`src/rtl/ltsel_params.svh`:
```
// Constants for the latency tolerance selector: offsets, fields, timing
// Functional notes
// Idle state reports idle field for link speed
// Active state reports active field for speed
// Power-up values come from loaded image, else zero
// USB or lite reset restores image values
// Load countdown when enabled and all idle
// Countdown reaching zero enters idle state
// Each count is one 100 us tick
// Gigabit reload from first register upper half
// 100 Mbps reload from first register lower half
// 10 Mbps reload from second register lower half
// Activity stops countdown, returns to active state
`ifndef LTSEL_PARAMS_SVH
`define LTSEL_PARAMS_SVH

// ****************************************
// Register byte offsets
// ****************************************
`define LTSEL_OFF_IDLE0   8'he0
`define LTSEL_OFF_IDLE1   8'he4
`define LTSEL_OFF_ACT0    8'he8
`define LTSEL_OFF_ACT1    8'hec
`define LTSEL_OFF_INACT0  8'hf0
`define LTSEL_OFF_INACT1  8'hf4
`define LTSEL_OFF_CTRL    8'hf8
`define LTSEL_OFF_STAT    8'hfc

// ****************************************
// Field positions
// ****************************************
`define LTSEL_TOL_HI_LSB  16
`define LTSEL_TOL_W       12
`define LTSEL_RLD_HI_LSB  16
`define LTSEL_RLD_W       16

// ****************************************
// Masks of writable bits per register
// ****************************************
`define LTSEL_MASK_TOL2   32'h0fff_0fff
`define LTSEL_MASK_TOL1   32'h0000_0fff
`define LTSEL_MASK_RLD2   32'hffff_ffff
`define LTSEL_MASK_RLD1   32'h0000_ffff
`define LTSEL_MASK_CTRL   32'h0000_0001

// ****************************************
// Timing
// ****************************************
`define LTSEL_CLK_MHZ     125
`define LTSEL_TICK_US     100
`define LTSEL_TICK_CYC    (`LTSEL_TICK_US * `LTSEL_CLK_MHZ)

`endif

```
`src/rtl/ltsel_pkg.sv`:
```
// Types shared by the latency tolerance selector
package ltsel_pkg;

  // Ethernet link speed code
  typedef enum logic [1:0] {
    LTSEL_SPD_10   = 2'h0,
    LTSEL_SPD_100  = 2'h1,
    LTSEL_SPD_1000 = 2'h2
  } ltsel_speed_t;

  // Latency state, one-hot
  typedef enum logic [1:0] {
    LTSEL_ST_ACTIVE = 2'h1,
    LTSEL_ST_IDLE   = 2'h2
  } ltsel_state_t;

  // Image defaults for all six registers
  typedef struct packed {
    logic [31:0] idle0;
    logic [31:0] idle1;
    logic [31:0] act0;
    logic [31:0] act1;
    logic [31:0] inact0;
    logic [31:0] inact1;
  } ltsel_image_t;

  // Activity sources of the data path
  typedef struct packed {
    logic up_fifo_empty;
    logic down_fifo_empty;
    logic rx_fifo_empty;
    logic tx_fifo_empty;
    logic bulk_out_pending;
  } ltsel_activity_t;

endpackage

```
`src/rtl/ltsel_top.sv`:
```
// Latency tolerance selector with Wishbone register file
//
// The Wishbone interface to the registers is this design's own decision.
`timescale 1ns/1ps
`include "ltsel_params.svh"

module ltsel_top #(
  parameter int unsigned TICK_CYC = `LTSEL_TICK_CYC  // Cycles per 100 us tick
) (
  input  wire logic                      clk_i,        // 125 MHz clock
  input  wire logic                      rst_i,        // Sync reset, high
  input  wire logic                      usb_reset_i,  // USB reset pulse
  input  wire logic                      lite_reset_i, // Lite reset pulse
  input  wire logic                      image_valid_i,// Image load strobe
  input  wire ltsel_pkg::ltsel_image_t   image_i,      // Loaded image data
  input  wire ltsel_pkg::ltsel_speed_t   speed_i,      // Link speed
  input  wire ltsel_pkg::ltsel_activity_t act_i,       // Data path activity
  input  wire logic                      wb_cyc_i,     // Wishbone cycle
  input  wire logic                      wb_stb_i,     // Wishbone strobe
  input  wire logic                      wb_we_i,      // Write enable
  input  wire logic [7:0]                wb_adr_i,     // Byte address
  input  wire logic [3:0]                wb_sel_i,     // Byte selects
  input  wire logic [31:0]               wb_dat_i,     // Write data
  output logic      [31:0]               wb_dat_o,     // Read data
  output logic                           wb_ack_o,     // Acknowledge
  output logic      [11:0]               tol_o,        // Reported tolerance
  output logic                           idle_o        // In idle state
);

  // ****************************************
  // Declarations
  // ****************************************
  ltsel_pkg::ltsel_image_t img_q;        // Last loaded image
  ltsel_pkg::ltsel_image_t reg_q;        // Live register file
  ltsel_pkg::ltsel_state_t st_q;         // Latency state
  logic                    en_q;         // Latency messaging enable
  logic [15:0]             cnt_q;        // Inactivity countdown
  logic                    run_q;        // Countdown running
  logic [31:0]             pre_q;        // 100 us prescaler
  logic                    tick;         // Prescaler tick
  logic                    quiet;        // All FIFOs empty, none pending
  logic                    wr;           // Write strobe
  logic [31:0]             rdata;        // Read mux
  logic [15:0]             reload;       // Speed-selected reload
  logic [11:0]             tol_sel;      // Speed/state selected tolerance
  logic [15:0]             tol_pick;     // Selected 16-bit field before trim
  logic                    restore;      // Restore to image

  // Byte-lane merge of a write into a register
  function automatic logic [31:0] merge(input logic [31:0] old_v,
                                        input logic [31:0] new_v,
                                        input logic [3:0]  sel,
                                        input logic [31:0] mask);
    logic [31:0] res;
    res = old_v;
    for (int i = 0; i < 4; i++) begin
      if (sel[i]) begin
        res[i*8 +: 8] = new_v[i*8 +: 8];
      end
    end
    merge = res & mask;
  endfunction

  // Pick a field by link speed from pair register and single register
  function automatic logic [15:0] pick(input ltsel_pkg::ltsel_speed_t spd,
                                       input logic [31:0] pair,
                                       input logic [31:0] single);
    case (spd)
      ltsel_pkg::LTSEL_SPD_1000: pick = pair[`LTSEL_RLD_HI_LSB +: 16];
      ltsel_pkg::LTSEL_SPD_100:  pick = pair[15:0];
      default:                   pick = single[15:0];
    endcase
  endfunction

  assign restore = usb_reset_i | lite_reset_i;
  assign wr      = wb_cyc_i & wb_stb_i & wb_we_i & ~wb_ack_o;
  assign quiet   = act_i.up_fifo_empty & act_i.down_fifo_empty &
                   act_i.rx_fifo_empty & act_i.tx_fifo_empty &
                   ~act_i.bulk_out_pending;
  // Reload follows link speed
  assign reload  = pick(speed_i, reg_q.inact0, reg_q.inact1);

  // ****************************************
  // Image capture
  // ****************************************
  // Holds the most recent EEPROM or OTP image, zero when none loaded
  always_ff @(posedge clk_i) begin
    if (rst_i) begin
      img_q <= '0;
    end else if (image_valid_i) begin
      img_q <= image_i;
    end
  end

  // ****************************************
  // Register file
  // ****************************************
  // Image load, reset restore, then software writes
  always_ff @(posedge clk_i) begin
    if (rst_i) begin
      reg_q <= '0;
    end else if (image_valid_i) begin
      reg_q.idle0  <= image_i.idle0  & `LTSEL_MASK_TOL2;
      reg_q.idle1  <= image_i.idle1  & `LTSEL_MASK_TOL1;
      reg_q.act0   <= image_i.act0   & `LTSEL_MASK_TOL2;
      reg_q.act1   <= image_i.act1   & `LTSEL_MASK_TOL1;
      reg_q.inact0 <= image_i.inact0 & `LTSEL_MASK_RLD2;
      reg_q.inact1 <= image_i.inact1 & `LTSEL_MASK_RLD1;
    end else if (restore) begin
      reg_q.idle0  <= img_q.idle0  & `LTSEL_MASK_TOL2;
      reg_q.idle1  <= img_q.idle1  & `LTSEL_MASK_TOL1;
      reg_q.act0   <= img_q.act0   & `LTSEL_MASK_TOL2;
      reg_q.act1   <= img_q.act1   & `LTSEL_MASK_TOL1;
      reg_q.inact0 <= img_q.inact0 & `LTSEL_MASK_RLD2;
      reg_q.inact1 <= img_q.inact1 & `LTSEL_MASK_RLD1;
    end else if (wr) begin
      case (wb_adr_i)
        `LTSEL_OFF_IDLE0:  begin
          reg_q.idle0 <= merge(reg_q.idle0, wb_dat_i, wb_sel_i, `LTSEL_MASK_TOL2);
        end
        `LTSEL_OFF_IDLE1:  begin
          reg_q.idle1 <= merge(reg_q.idle1, wb_dat_i, wb_sel_i, `LTSEL_MASK_TOL1);
        end
        `LTSEL_OFF_ACT0:   begin
          reg_q.act0 <= merge(reg_q.act0, wb_dat_i, wb_sel_i, `LTSEL_MASK_TOL2);
        end
        `LTSEL_OFF_ACT1:   begin
          reg_q.act1 <= merge(reg_q.act1, wb_dat_i, wb_sel_i, `LTSEL_MASK_TOL1);
        end
        `LTSEL_OFF_INACT0: begin
          reg_q.inact0 <= merge(reg_q.inact0, wb_dat_i, wb_sel_i, `LTSEL_MASK_RLD2);
        end
        `LTSEL_OFF_INACT1: begin
          reg_q.inact1 <= merge(reg_q.inact1, wb_dat_i, wb_sel_i, `LTSEL_MASK_RLD1);
        end
        default: begin
          // Other offsets hold no tolerance data
        end
      endcase
    end
  end

  // Enable bit, cleared by every reset
  always_ff @(posedge clk_i) begin
    if (rst_i || restore) begin
      en_q <= 1'b0;
    end else if (wr && wb_adr_i == `LTSEL_OFF_CTRL && wb_sel_i[0]) begin
      en_q <= wb_dat_i[0];
    end
  end

  // ****************************************
  // Wishbone answer
  // ****************************************
  // Read mux; unmapped offsets read zero
  always_comb begin
    case (wb_adr_i)
      `LTSEL_OFF_IDLE0:  rdata = reg_q.idle0;
      `LTSEL_OFF_IDLE1:  rdata = reg_q.idle1;
      `LTSEL_OFF_ACT0:   rdata = reg_q.act0;
      `LTSEL_OFF_ACT1:   rdata = reg_q.act1;
      `LTSEL_OFF_INACT0: rdata = reg_q.inact0;
      `LTSEL_OFF_INACT1: rdata = reg_q.inact1;
      `LTSEL_OFF_CTRL:   rdata = {31'h0, en_q};
      `LTSEL_OFF_STAT:   rdata = {cnt_q, 14'h0, run_q, idle_o};
      default:           rdata = 32'h0;
    endcase
  end

  // One-cycle ack, every access answered
  always_ff @(posedge clk_i) begin
    if (rst_i) begin
      wb_ack_o <= 1'b0;
      wb_dat_o <= 32'h0;
    end else begin
      wb_ack_o <= wb_cyc_i & wb_stb_i & ~wb_ack_o;
      wb_dat_o <= rdata;
    end
  end

  // ****************************************
  // 100 us prescaler
  // ****************************************
  // Restarts with each countdown load so ticks are whole periods
  always_ff @(posedge clk_i) begin
    if (rst_i || !run_q) begin
      pre_q <= 32'h0;
    end else if (pre_q == TICK_CYC - 1) begin
      pre_q <= 32'h0;
    end else begin
      pre_q <= pre_q + 32'h1;
    end
  end
  assign tick = run_q && (pre_q == TICK_CYC - 1);

  // ****************************************
  // Inactivity countdown and state
  // ****************************************
  // Load on quiet, count on ticks, leave on activity
  always_ff @(posedge clk_i) begin
    if (rst_i || restore) begin
      st_q  <= ltsel_pkg::LTSEL_ST_ACTIVE;
      run_q <= 1'b0;
      cnt_q <= 16'h0;
    end else begin
      case (st_q)
        ltsel_pkg::LTSEL_ST_ACTIVE: begin
          if (!en_q || !quiet) begin
            run_q <= 1'b0;
            cnt_q <= 16'h0;
          end else if (!run_q) begin
            run_q <= 1'b1;
            cnt_q <= reload;
            if (reload == 16'h0) begin
              st_q  <= ltsel_pkg::LTSEL_ST_IDLE;
              run_q <= 1'b0;
            end
          end else if (tick) begin
            cnt_q <= cnt_q - 16'h1;
            if (cnt_q <= 16'h1) begin
              st_q  <= ltsel_pkg::LTSEL_ST_IDLE;
              run_q <= 1'b0;
              cnt_q <= 16'h0;
            end
          end
        end
        ltsel_pkg::LTSEL_ST_IDLE: begin
          if (!en_q || !quiet) begin
            st_q <= ltsel_pkg::LTSEL_ST_ACTIVE;
          end
        end
        default: begin
          st_q <= ltsel_pkg::LTSEL_ST_ACTIVE;
        end
      endcase
    end
  end

  // ****************************************
  // Tolerance output
  // ****************************************
  // Field chosen by state and speed, trimmed to the tolerance width
  always_comb begin
    if (st_q == ltsel_pkg::LTSEL_ST_IDLE) begin
      tol_pick = pick(speed_i, reg_q.idle0, reg_q.idle1);
    end else begin
      tol_pick = pick(speed_i, reg_q.act0, reg_q.act1);
    end
    tol_sel = tol_pick[11:0]; // Upper nibble is reserved and reads zero
  end

  // Registered outputs
  always_ff @(posedge clk_i) begin
    if (rst_i) begin
      tol_o  <= 12'h0;
      idle_o <= 1'b0;
    end else begin
      tol_o  <= tol_sel;
      idle_o <= (st_q == ltsel_pkg::LTSEL_ST_IDLE);
    end
  end

  // ****************************************
  // Checks
  // ****************************************
  // Tolerance reported for each state and speed
  chk_idle_tol_out: assert property (@(posedge clk_i) disable iff (rst_i)
    (st_q == ltsel_pkg::LTSEL_ST_IDLE && speed_i == ltsel_pkg::LTSEL_SPD_100)
    |=> tol_o == $past(reg_q.idle0[11:0]))
    else $error("idle tolerance not reported");
  chk_idle_gig: assert property (@(posedge clk_i) disable iff (rst_i)
    (st_q == ltsel_pkg::LTSEL_ST_IDLE && speed_i == ltsel_pkg::LTSEL_SPD_1000)
    |=> tol_o == $past(reg_q.idle0[27:16]))
    else $error("idle gigabit tolerance wrong");
  chk_active_fast: assert property (@(posedge clk_i) disable iff (rst_i)
    (st_q == ltsel_pkg::LTSEL_ST_ACTIVE && speed_i == ltsel_pkg::LTSEL_SPD_100)
    |=> tol_o == $past(reg_q.act0[11:0]))
    else $error("active fast tolerance wrong");
  chk_active_slow: assert property (@(posedge clk_i) disable iff (rst_i)
    (st_q == ltsel_pkg::LTSEL_ST_ACTIVE && speed_i == ltsel_pkg::LTSEL_SPD_10)
    |=> tol_o == $past(reg_q.act1[11:0]))
    else $error("active slow tolerance wrong");
  chk_active_gig: assert property (@(posedge clk_i) disable iff (rst_i)
    (st_q == ltsel_pkg::LTSEL_ST_ACTIVE && speed_i == ltsel_pkg::LTSEL_SPD_1000)
    |=> tol_o == $past(reg_q.act0[27:16]))
    else $error("active gigabit tolerance wrong");
  chk_idle_slow: assert property (@(posedge clk_i) disable iff (rst_i)
    (st_q == ltsel_pkg::LTSEL_ST_IDLE && speed_i == ltsel_pkg::LTSEL_SPD_10)
    |=> tol_o == $past(reg_q.idle1[11:0]))
    else $error("idle slow tolerance wrong");
  chk_image_load: assert property (@(posedge clk_i) disable iff (rst_i)
    image_valid_i |=> reg_q.inact0 == $past(image_i.inact0))
    else $error("image not loaded");
  chk_restore_img: assert property (@(posedge clk_i) disable iff (rst_i)
    (restore && !image_valid_i) |=> reg_q.inact1 == ($past(img_q.inact1) & 32'h0000_ffff))
    else $error("restore failed");
  chk_load_gig: assert property (@(posedge clk_i) disable iff (rst_i || restore)
    (st_q == ltsel_pkg::LTSEL_ST_ACTIVE && en_q && quiet && !run_q &&
     speed_i == ltsel_pkg::LTSEL_SPD_1000) |=> cnt_q == $past(reg_q.inact0[31:16]))
    else $error("gigabit reload wrong");
  chk_tick_gap: assert property (@(posedge clk_i) disable iff (rst_i)
    tick |=> !tick)
    else $error("prescaler ticks too often");
  chk_zero_idle: assert property (@(posedge clk_i) disable iff (rst_i || restore)
    (run_q && tick && cnt_q == 16'h1 && en_q && quiet)
    |=> st_q == ltsel_pkg::LTSEL_ST_IDLE)
    else $error("no idle entry at zero");
  chk_activity_exit: assert property (@(posedge clk_i) disable iff (rst_i)
    (st_q == ltsel_pkg::LTSEL_ST_IDLE && !quiet) |=> st_q == ltsel_pkg::LTSEL_ST_ACTIVE)
    else $error("activity did not wake");
  chk_no_run_busy: assert property (@(posedge clk_i) disable iff (rst_i)
    !quiet |=> !run_q)
    else $error("countdown runs while busy");
  chk_restore_stop: assert property (@(posedge clk_i) disable iff (rst_i)
    restore |=> (st_q == ltsel_pkg::LTSEL_ST_ACTIVE && !run_q && !en_q))
    else $error("reset did not stop countdown");

  // Countdown load per speed, start and zero reload
  chk_load_fast: assert property (@(posedge clk_i) disable iff (rst_i || restore)
    (st_q == ltsel_pkg::LTSEL_ST_ACTIVE && en_q && quiet && !run_q &&
     speed_i == ltsel_pkg::LTSEL_SPD_100) |=> cnt_q == $past(reg_q.inact0[15:0]))
    else $error("fast reload wrong");
  chk_load_slow: assert property (@(posedge clk_i) disable iff (rst_i || restore)
    (st_q == ltsel_pkg::LTSEL_ST_ACTIVE && en_q && quiet && !run_q &&
     speed_i == ltsel_pkg::LTSEL_SPD_10) |=> cnt_q == $past(reg_q.inact1[15:0]))
    else $error("slow reload wrong");
  chk_load_run: assert property (@(posedge clk_i) disable iff (rst_i || restore)
    (st_q == ltsel_pkg::LTSEL_ST_ACTIVE && en_q && quiet && !run_q && reload != 16'h0)
    |=> run_q && cnt_q == $past(reload))
    else $error("countdown not started");
  chk_zero_reload: assert property (@(posedge clk_i) disable iff (rst_i || restore)
    (st_q == ltsel_pkg::LTSEL_ST_ACTIVE && en_q && quiet && !run_q && reload == 16'h0)
    |=> st_q == ltsel_pkg::LTSEL_ST_IDLE)
    else $error("zero reload did not enter idle");

  // ****************************************
  // Covers
  // ****************************************
  // Idle entry, wake, reset restore and zero reload
  cov_idle_entry: cover property (@(posedge clk_i) disable iff (rst_i)
    $rose(st_q == ltsel_pkg::LTSEL_ST_IDLE));
  cov_wake: cover property (@(posedge clk_i) disable iff (rst_i)
    $fell(st_q == ltsel_pkg::LTSEL_ST_IDLE));
  cov_restore: cover property (@(posedge clk_i) disable iff (rst_i) restore);
  cov_zero_reload: cover property (@(posedge clk_i) disable iff (rst_i)
    st_q == ltsel_pkg::LTSEL_ST_ACTIVE && en_q && quiet && !run_q && reload == 16'h0);

endmodule

```
`config.mk`:
```
export PLATFORM = sky130hd
export DESIGN_NAME = ltsel_top
export DESIGN_NICKNAME = d
export VERILOG_FILES = /design/src/rtl/ltsel_pkg.sv /design/src/rtl/ltsel_top.sv
export VERILOG_INCLUDE_DIRS = /design/src /design/src/rtl
export SDC_FILE = /design/constraint.sdc
export NUM_CORES = 1
export LEC_CHECK = 0
export BUFFER_PORTS_ARGS = -buffer_cell sky130_fd_sc_hd__buf_2
export CAP_MARGIN = 10
export CORE_AREA = 2 2 202 204
export DETAILED_ROUTE_END_ITERATION = 7
export DIE_AREA = 0 0 204 206
export PLACE_DENSITY = 0.67
export SETUP_SLACK_MARGIN = 0.3
export SLEW_MARGIN = 20
export SYNTH_ARGS = -nofsm -noshare
export SYNTH_HDL_FRONTEND = slang
export SYNTH_SLANG_ARGS = --single-unit
export TNS_END_PERCENT = 50
```
`constraint.sdc`:
```
create_clock -name clk_i -period 2.2 [get_ports clk_i]
set_input_delay 0.44 -clock clk_i [delete_from_list [all_inputs] [get_ports clk_i]]
set_output_delay 0.44 -clock clk_i [all_outputs]
set_load 0.1 [all_outputs]
```
Yosys cells after proc, flatten, opt, wreduce, memory -nomap -nowiden
Cells that the tools add are included.
{ "word_totals": {"ff_bits": 346, "inputBits": 251, "out_inout_bits": 46} }
{ "classes": {"addsub": 2, "magnitude_cmp": 1, "n_eq_ne": 19, "muxes": 36, "bitwise": 11, "reduce_logical": 42} }
{ "op_table": {"columns": ["op", "n"], "rows": [
  ["2-to-1 mux 188 bit", 3],
  ["case mux 32 bit (8 select lines)", 1],
  ["2-to-1 mux 16 bit", 5],
  ["equality test 8 bit, second input constant", 8],
  ["2-to-1 mux 28 bit", 2],
  ["AND reduction 3 bit", 18],
  ["case mux 12 bit (2 select lines)", 2],
  ["2-to-1 mux 12 bit", 3],
  ["nonzero test 3 bit", 11],
  ["adder 32 x 1 -> 32 bit, second input constant", 1],
  ["equality test 32 x 14 -> 1 bit, second input constant", 1],
  ["2-to-1 mux 32 bit", 1],
  ["2-to-1 mux 8 bit", 4],
  ["case mux 16 bit (2 select lines)", 1],
  ["less-or-equal comparator 16 x 1 -> 1 bit, second input constant", 1],
  ["logical NOT 16 bit", 1],
  ["subtractor 16 x 1 -> 16 bit, second input constant", 1],
  ["2-to-1 mux 2 bit", 6],
  ["!= test 3 bit, second input constant", 3],
  ["AND 1 bit", 8],
  ["2-to-1 mux 4 bit", 2],
  ["2-to-1 mux 1 bit", 5],
  ["AND reduction 5 bit", 1],
  ["equality test 2 x 1 -> 1 bit, second input constant", 2],
  ["11 further kinds", 20]
]} }

Depth between registers and ports, before layout
Gate-level depths: netlist of the first run.
{ "logic_depth": {"word_depth": 8, "mapped_depth": 10} }

Least setup slack after synthesis of the first run
No wires, ideal clock.
{ "synth_timing": {"path_type": "register -> register", "startpoint": "register wb_ack_o", "endpoint": "register reg_q[7] in the netlist's numbering", "setup_ns": 0.128, "arrival_time_ns": 2.308, "slack_ns": -0.236, "stages_incl_launch_ff": 7, "path_cell_list": "dfxtp_1 > nor3b_1 > and2_1 > buf_2 > a41oi_2 > mux2i_1 > nor2_1"} }
{ "synth_between": {"elab_chain_cells": 4} }
{ "synth_lines": {"columns": ["element", "line_no", "rtl"], "rows": [
  ["start, declared", "ltsel_top.sv:25", "output logic wb_ack_o,"],
  ["start signal, assigned", "ltsel_top.sv:176", "wb_ack_o <= wb_cyc_i & wb_stb_i & ~wb_ack_o;"],
  ["inverter 1 bit", "ltsel_top.sv:76", "assign wr = wb_cyc_i & wb_stb_i & wb_we_i & ~wb_ack_o;"],
  ["AND 1 bit", "ltsel_top.sv:76", null],
  ["nonzero test 3 bit (no source line)", null, null],
  ["AND reduction 3 bit (no source line)", null, null],
  ["end, declared", "ltsel_top.sv:34", "ltsel_pkg::ltsel_image_t reg_q;"]
]} }
No other way between the ends.
A chain may end at the register's enable or synchronous reset.

Worst setup path after layout of the first run
{ "layout_timing": {"startpoint": "register pre_q[8]", "endpoint": "register cnt_q[9]"} }
{ "layout_between": {"elab_chain_cells": 4} }
{ "layout_lines": {"columns": ["element", "line_no", "rtl"], "rows": [
  ["start, declared", "ltsel_top.sv:39", "logic [31:0] pre_q;"],
  ["start signal, assigned", "ltsel_top.sv:191", "pre_q <= pre_q + 32'h1;"],
  ["equality test 32 x 14 -> 1 bit", "ltsel_top.sv:194", "assign tick = run_q && (pre_q == TICK_CYC - 1);"],
  ["logical AND 1 bit", "ltsel_top.sv:194", null],
  ["!= test 3 x 1 -> 1 bit (no source line)", null, null],
  ["AND reduction 2 bit (no source line)", null, null],
  ["end signal, assigned", "ltsel_top.sv:213", "cnt_q <= reload;"],
  ["end signal, assigned", "ltsel_top.sv:219", "cnt_q <= cnt_q - 16'h1;"],
  ["end, declared", "ltsel_top.sv:37", "logic [15:0] cnt_q;"]
]} }
No other way between the ends.

==> flow_summary.toml, run 1 <==
[status]
status = "complete, no violations"

[worst_setup_path]
critPathLaunchType = "flip-flop"
cp-startpoint = "pre_q[8]$_SDFF_PP0_"
path_max_fanout = 9
critical_path_class = "flip-flop to flip-flop"
cp.required_ns = 2.68
r2r-start = "pre_q[8]$_SDFF_PP0_"
arrival_ns = 2.50
cp-end-kind = "flip-flop"

[yosys]
synth_edf_count = 0
yosysWarnings = 0
synth-main-ff-cell = "dfxtp_1"
synth_cells = 1931
synth_area_sq_mm = 0.01583
ys_seq_area_share_pct = 42.75
syn_nets = 2187
synth-async-reset-ratio_pct = 0
ys_types = 67
avgSynthCellArea_sq_um = 8.196
yosys_register_bits = 338

[run]
max_cap_viol_count = 0

[grt]
grt_overflow_total = 0
grt_usage_pct = 27.06
grt_start_max_net_pins = 206
first_global_vias = 14420
grt_pass1_wl_um = 85790
antenna_found_initial = 0

[clocking]
cts-buffers-inserted = 39
clockRootBuffer = "clkbuf_16"
clk_latency_ns = 0.56
cts.path.max_buffers = 3
clk_pin_slew_ns = 0.06
cts_tree = "built"
cts_num_sinks = 338
hold_buffers = 0
h-tree-depth = 2

[timing]
max_freq_mhz = 493.3
worst_pin_slew_ns = 0.7555
finalMaxSlewViolations = 0
finalCritPeriodShare_pct = 92.14
rsz0062_at_grt = "true"
fin_skew_ns = 0.02148
timing.final.ws_setup_ns = 0.1729
max_slew_margin_pct = 49.64
period_needed_ns = 2.027
setup-violations-final = 0
hold_viol = 0

[placement]
post-dp-hpwl_um = 43720
place_congestion = 0.9498
dp_cells = 2670
port-buffer-count = 224
place_ws_ns = -0.2135

[route]
route.detailed.drc = 0
via_per_inst = 5.588
wl_per_cell_um = 21.16
vias = 15350
drt-pass1-iter-count = 6
final_antenna_net_count = 0
finalWirelength_um = 58090
drtIter0Drc = 1594

[final_layout]
areaGrowthSynthToFinish_pct = 25.67
multi_input_area_sq_mm = 0.008598
layout.cells.non_filler = 2746
nets = 2442
diodes = 0
fin_util_pct = 49.50
drive_above_1_share_pct = 21.86
fillerInstances = 3858
register_area_sq_mm = 0.006774

[die]
std_cell_rows = 74
die_w_um = 204
ios = 297
die_y_um = 206
core-area_sq_mm = 0.04018
initial_core_util_pct = 39.39
die_area_sq_mm = 0.04202

[power_and_ir_drop]
total_power_uw = 15070
peakVddDrop_mv = 0.5131
p_leak_uw = 0.007720
powerDensity_mw_per_mm2 = 757.5

[min_path]
hp-start = "image_i[65]"
hp-class = "input port to flip-flop"
[layout by cell type (no fill, tap or decap), drive strengths merged, types with 58 or more instances in the layout]
master  count
buf       362
dfxtp     338
a21oi     311
nor2      199
nand2     194
o21ai     155
mux2i     135
nand2b    122
a22oi      78
clkbuf     58
[cell type report]
class | instances | area share, %
multi-input cells | 1429 | 43.23
flip-flops and latches | 338 | 34.06
repair buffers | 364 | 12.54
clock buffers | 56 | 5.687
well taps | 532 | 3.347
clock inverters | 13 | 0.8681
inverters | 14 | 0.2642
[worst max-delay path, stage by stage (launching register included)]
cell	delay [ns]
dfxtp_2	0.32
or4_4	0.53
nor3_2	0.19
nand4_2	0.11
buf_6	0.18
nor3_4	0.22
buf_6	0.15
a21oi_1	0.07
o22ai_1	0.16
[per-layer routing]
metal  global-route usage, %  wire [um]  up-vias
met5                       0          0        -
li1                        -          -     7273
met2                   42.42      25480      624
met1                   36.06      25220     7322
met4                   12.27       2670        0
met3                   5.282       4728      127
[sequential cells by signal, indices dropped and copies added, names as in the netlist]
name / count
img_q: 120
wb_dat_o: 32
st_q: 2
wb_ack_o: 1
tol_o: 12
pre_q: 32
idle_o: 1
cnt_q: 16
run_q: 1
en_q: 1
reg_q: 120
[worst paths after layout]
kind              depth (start not counted)  slack, ns                      to
setup / recovery                          8       0.17   cnt_q[9]$_SDFFE_PP0P_
hold / removal                            3       0.14  img_q[65]$_SDFFE_PP0P_
setup reg to reg                          8       0.17   cnt_q[9]$_SDFFE_PP0P_
hold reg to reg                           1       0.43     wb_ack_o$_SDFF_PP0_
[cells in the mapped netlist (7+ instances only)]
master      n  area [sq um]
nand3_1    13         65.06
buf_1      18         67.56
nor2_1    198         743.2
a21oi_2     7         61.31
xnor2_1    14         122.6
buf_2      21         105.1
o21ai_0   145         725.7
or3_1       7         43.79
nand4_1     9         56.30
a22oi_1    78         585.6
xor2_1     18         157.7
nand2b_1  122         763.2
a221oi_1   13         113.9
a21oi_1   304          1521
nor3_1     12         60.06
nand2_1   193         724.4
nor4_1     12         75.07
a211oi_1   12         90.09
mux2_2     11         123.9
dfxtp_1   338          6766
clkbuf_1  110         412.9
and3_1      7         43.79
and2_1     34         212.7
mux2i_1   135          1351
inv_1      14         52.55
o21ai_1     9         45.04
[per-stage QoR]
stage                     instance area, sq um  hold slack, ns  TNS (ns)
after detailed placement                 18380          0.4243    -5.312
after floorplan                          15890          0.4175         0
after CTS                                19810          0.1231         0
after global placement                   18380          0.4177    -3.502
after global routing                     19890          0.1501         0
final                                    19890          0.1420         0
[kinds of logic (layout without fill, tap and decap cells)]
kind of cell	count (synthesis)	in the layout	synth area share, %
XOR/XNOR	32	32	1.771
multiplexers	147	147	9.463
buffers and inverters	165	447	4.127
adder cells (fa/ha/maj)	5	5	0.3953
AND/OR/NAND/NOR	642	642	19.60
AO/OA/AOI/OAI	602	603	21.89
flip-flops	338	338	42.75
[report_power, final]
group | internal, uW | total (uW) | switching (uW) | leakage, uW
clock | 3950 | 6620 | 2670 | 0.000637
combinational | 688 | 1750 | 1060 | 0.00431
sequential | 6410 | 6700 | 291 | 0.00277
[timing repair]
item / in CTS / in global routing
setup endpoints to repair: 50 / 68
resized for setup: 16 / 9
gates cloned: 1 / 1
buffers inserted: 3 / 2
pin swaps: 15 / 3
Note: power is estimated with default switching activity, not from simulation.
==> inputs of run 2 (changes only) <==
PLACE_DENSITY = 0.73   (was 0.67)
==> run 2 against run 1 <==
Wire length decreased by 1.2%. Final area increased by 0.45%. Power decreased by 0.55%. Non-clock buffer count increased by 4. Sequential power about the same. Die area unchanged. Global-route usage decreased by 0.49 points. Register-to-register slack about the same. Clock-buffer cell count decreased by 2. Via count increased by 0.11%. Sequential share of layout area decreased by 0.15 points. Core utilization increased by 0.22 points. Critical endpoint is now cnt_q[15]$_SDFFE_PP0P_. Largest cell class unchanged.
==> flow_summary.toml, run 2 (same netlist as run 1, synthesis figures left out) <==
[die]
die_area_sq_mm = 0.04202
die_w_um = 204
std_cell_rows = 74
die_y_um = 206
initial_core_util_pct = 39.39
ios = 297
core-area_sq_mm = 0.04018

[final_layout]
layout.cells.non_filler = 2750
drive_above_1_share_pct = 22.77
diodes = 0
nets = 2445
areaGrowthSynthToFinish_pct = 26.23
reg_top3 = "img_q x120, reg_q x120"
final_area_sq_mm = 0.01998
final_common_cell = "dfxtp_1"
final_cell_mix = "dfxtp_1 (334), a21oi_1 (299), buf_2 (222), nor2_1 (195), nand2_1 (193)"

[power_and_ir_drop]
peakVddDrop_mv = 0.6305
seqPwrFrac_pct = 44.6
switching_share_pct = 26.79
p_switching_uw = 4013
combPwrFrac_pct = 11.9
p_leak_uw = 0.007757
powerDensity_mw_per_mm2 = 749.9
clkPwrFrac_pct = 43.5
p_int_uw = 10970

[grt]
first_global_vias = 14290
antenna_found_initial = 2
grt_start_max_net_pins = 139
grt_overflow_total = 0
grt_usage_pct = 26.57
grt_pass1_wl_um = 84790

[route]
route.detailed.drc = 0
finalWirelength_um = 57380
drt-pass1-iter-count = 7
via_per_inst = 5.587
drtIter0Drc = 1516
wl_per_cell_um = 20.86
final_antenna_net_count = 0
vias = 15360

[timing]
max_freq_mhz = 496.9
whs_ns = 0.1357
finalMaxSlewViolations = 0
fin_skew_ns = 0.02885
finalCritPeriodShare_pct = 91.48
hold_viol = 0
worst_pin_slew_ns = 0.8972
tns_ns = 0
max_slew_margin_pct = 40.12
setup-violations-final = 0
rsz0062_at_grt = "true"
period_needed_ns = 2.013

[clocking]
h-tree-depth = 2
cts_tree = "built"
clockRootBuffer = "clkbuf_16"
clk_latency_ns = 0.57
cts_num_sinks = 338
cts-buffers-inserted = 39
clk_pin_slew_ns = 0.06
cts.path.max_buffers = 3
hold_buffers = 0

[placement]
dp_cells = 2677
port-buffer-count = 224
place_congestion = 0.9979
post-dp-hpwl_um = 43060
placed_area_sq_mm = 0.01842

[min_path]
hp-class = "input port to flip-flop"

[worst_setup_path]
cp.required_ns = 2.66
critical_path_class = "flip-flop to flip-flop"
cp-end-kind = "flip-flop"
critPathLaunchType = "flip-flop"
path_max_fanout = 8
arrival_ns = 2.48

[run]
max_cap_viol_count = 0

[status]
status = "complete, no violations"
-- run 2: worst max-delay path, cell delays in order, from the launching register on --
cell and delay (ns):
dfxtp_2 0.32, or4_4 0.54, nor3_4 0.13, nand4_2 0.13, buf_12 0.18, nor3_4 0.24
buf_6 0.16, nand3_2 0.05, o211ai_1 0.17
-- run 2: final cells by class --
type,instances,area (sq um)
Clock buffer,54,1134
Multi-Input combinational cell,1428,8681
Tap cell,532,665.6
Clock inverter,16,158.9
Inverter,14,52.55
Sequential cell,338,6774
Timing Repair Buffer,368,2512
Fill cell,3810,20210
-- run 2: through the flow --
| step | setup slack, ns | util, % | power (uW) |
|---|---|---|---|
| 3_3_place_gp | -0.2604 | 45.83 | 8498 |
| 3_5_place_dp | -0.2586 | 45.83 | 8549 |
| 4_1_cts | 0.1637 | 49.32 | 15020 |
| 5_1_grt | 0.06359 | 49.72 | 15440 |
| 6_report | 0.1873 | 49.72 | 14980 |
| 2_1_floorplan | 0.1955 | - | 7759 |
-- run 2: path summary, 6_finish.rpt --
| check | start | endpoint | slack, ns | depth (start not counted) |
|---|---|---|---|---|
| min | image_i[184] | img_q[184]$_SDFFE_PP0P_ | 0.14 | 3 |
| min reg2reg | wb_ack_o$_SDFF_PP0_ | wb_ack_o$_SDFF_PP0_ | 0.43 | 1 |
| max | pre_q[8]$_SDFF_PP0_ | cnt_q[15]$_SDFFE_PP0P_ | 0.19 | 8 |
| max reg2reg | pre_q[8]$_SDFF_PP0_ | cnt_q[15]$_SDFFE_PP0P_ | 0.19 | 8 |
-- run 2: layer usage --
metal	share of wire [%]	GRT usage [%]	vias to the layer above
li1	-	-	7282
met1	43	35.37	7337
met2	44	41.82	613
met3	8.1	5.613	127
met4	4.4	11.08	4
met5	0.040	0	-
-- run 2: timing repair --
item                                    CTS  global route
pin swaps                                17            15
cloned                                    0             1
endpoints found under the setup margin   52            88
buffers inserted                          1             1
resized for setup                        18            26
-- run 2: power by group through the flow --
stage	Combinational, uW	Clock (uW)	Sequential, uW
final	1780	6520	6690
after global routing	1930	6820	6700
after CTS	1750	6590	6670
after detailed placement	1740	0	6810
after global placement	1700	0	6790
after floorplan	951	0	6810
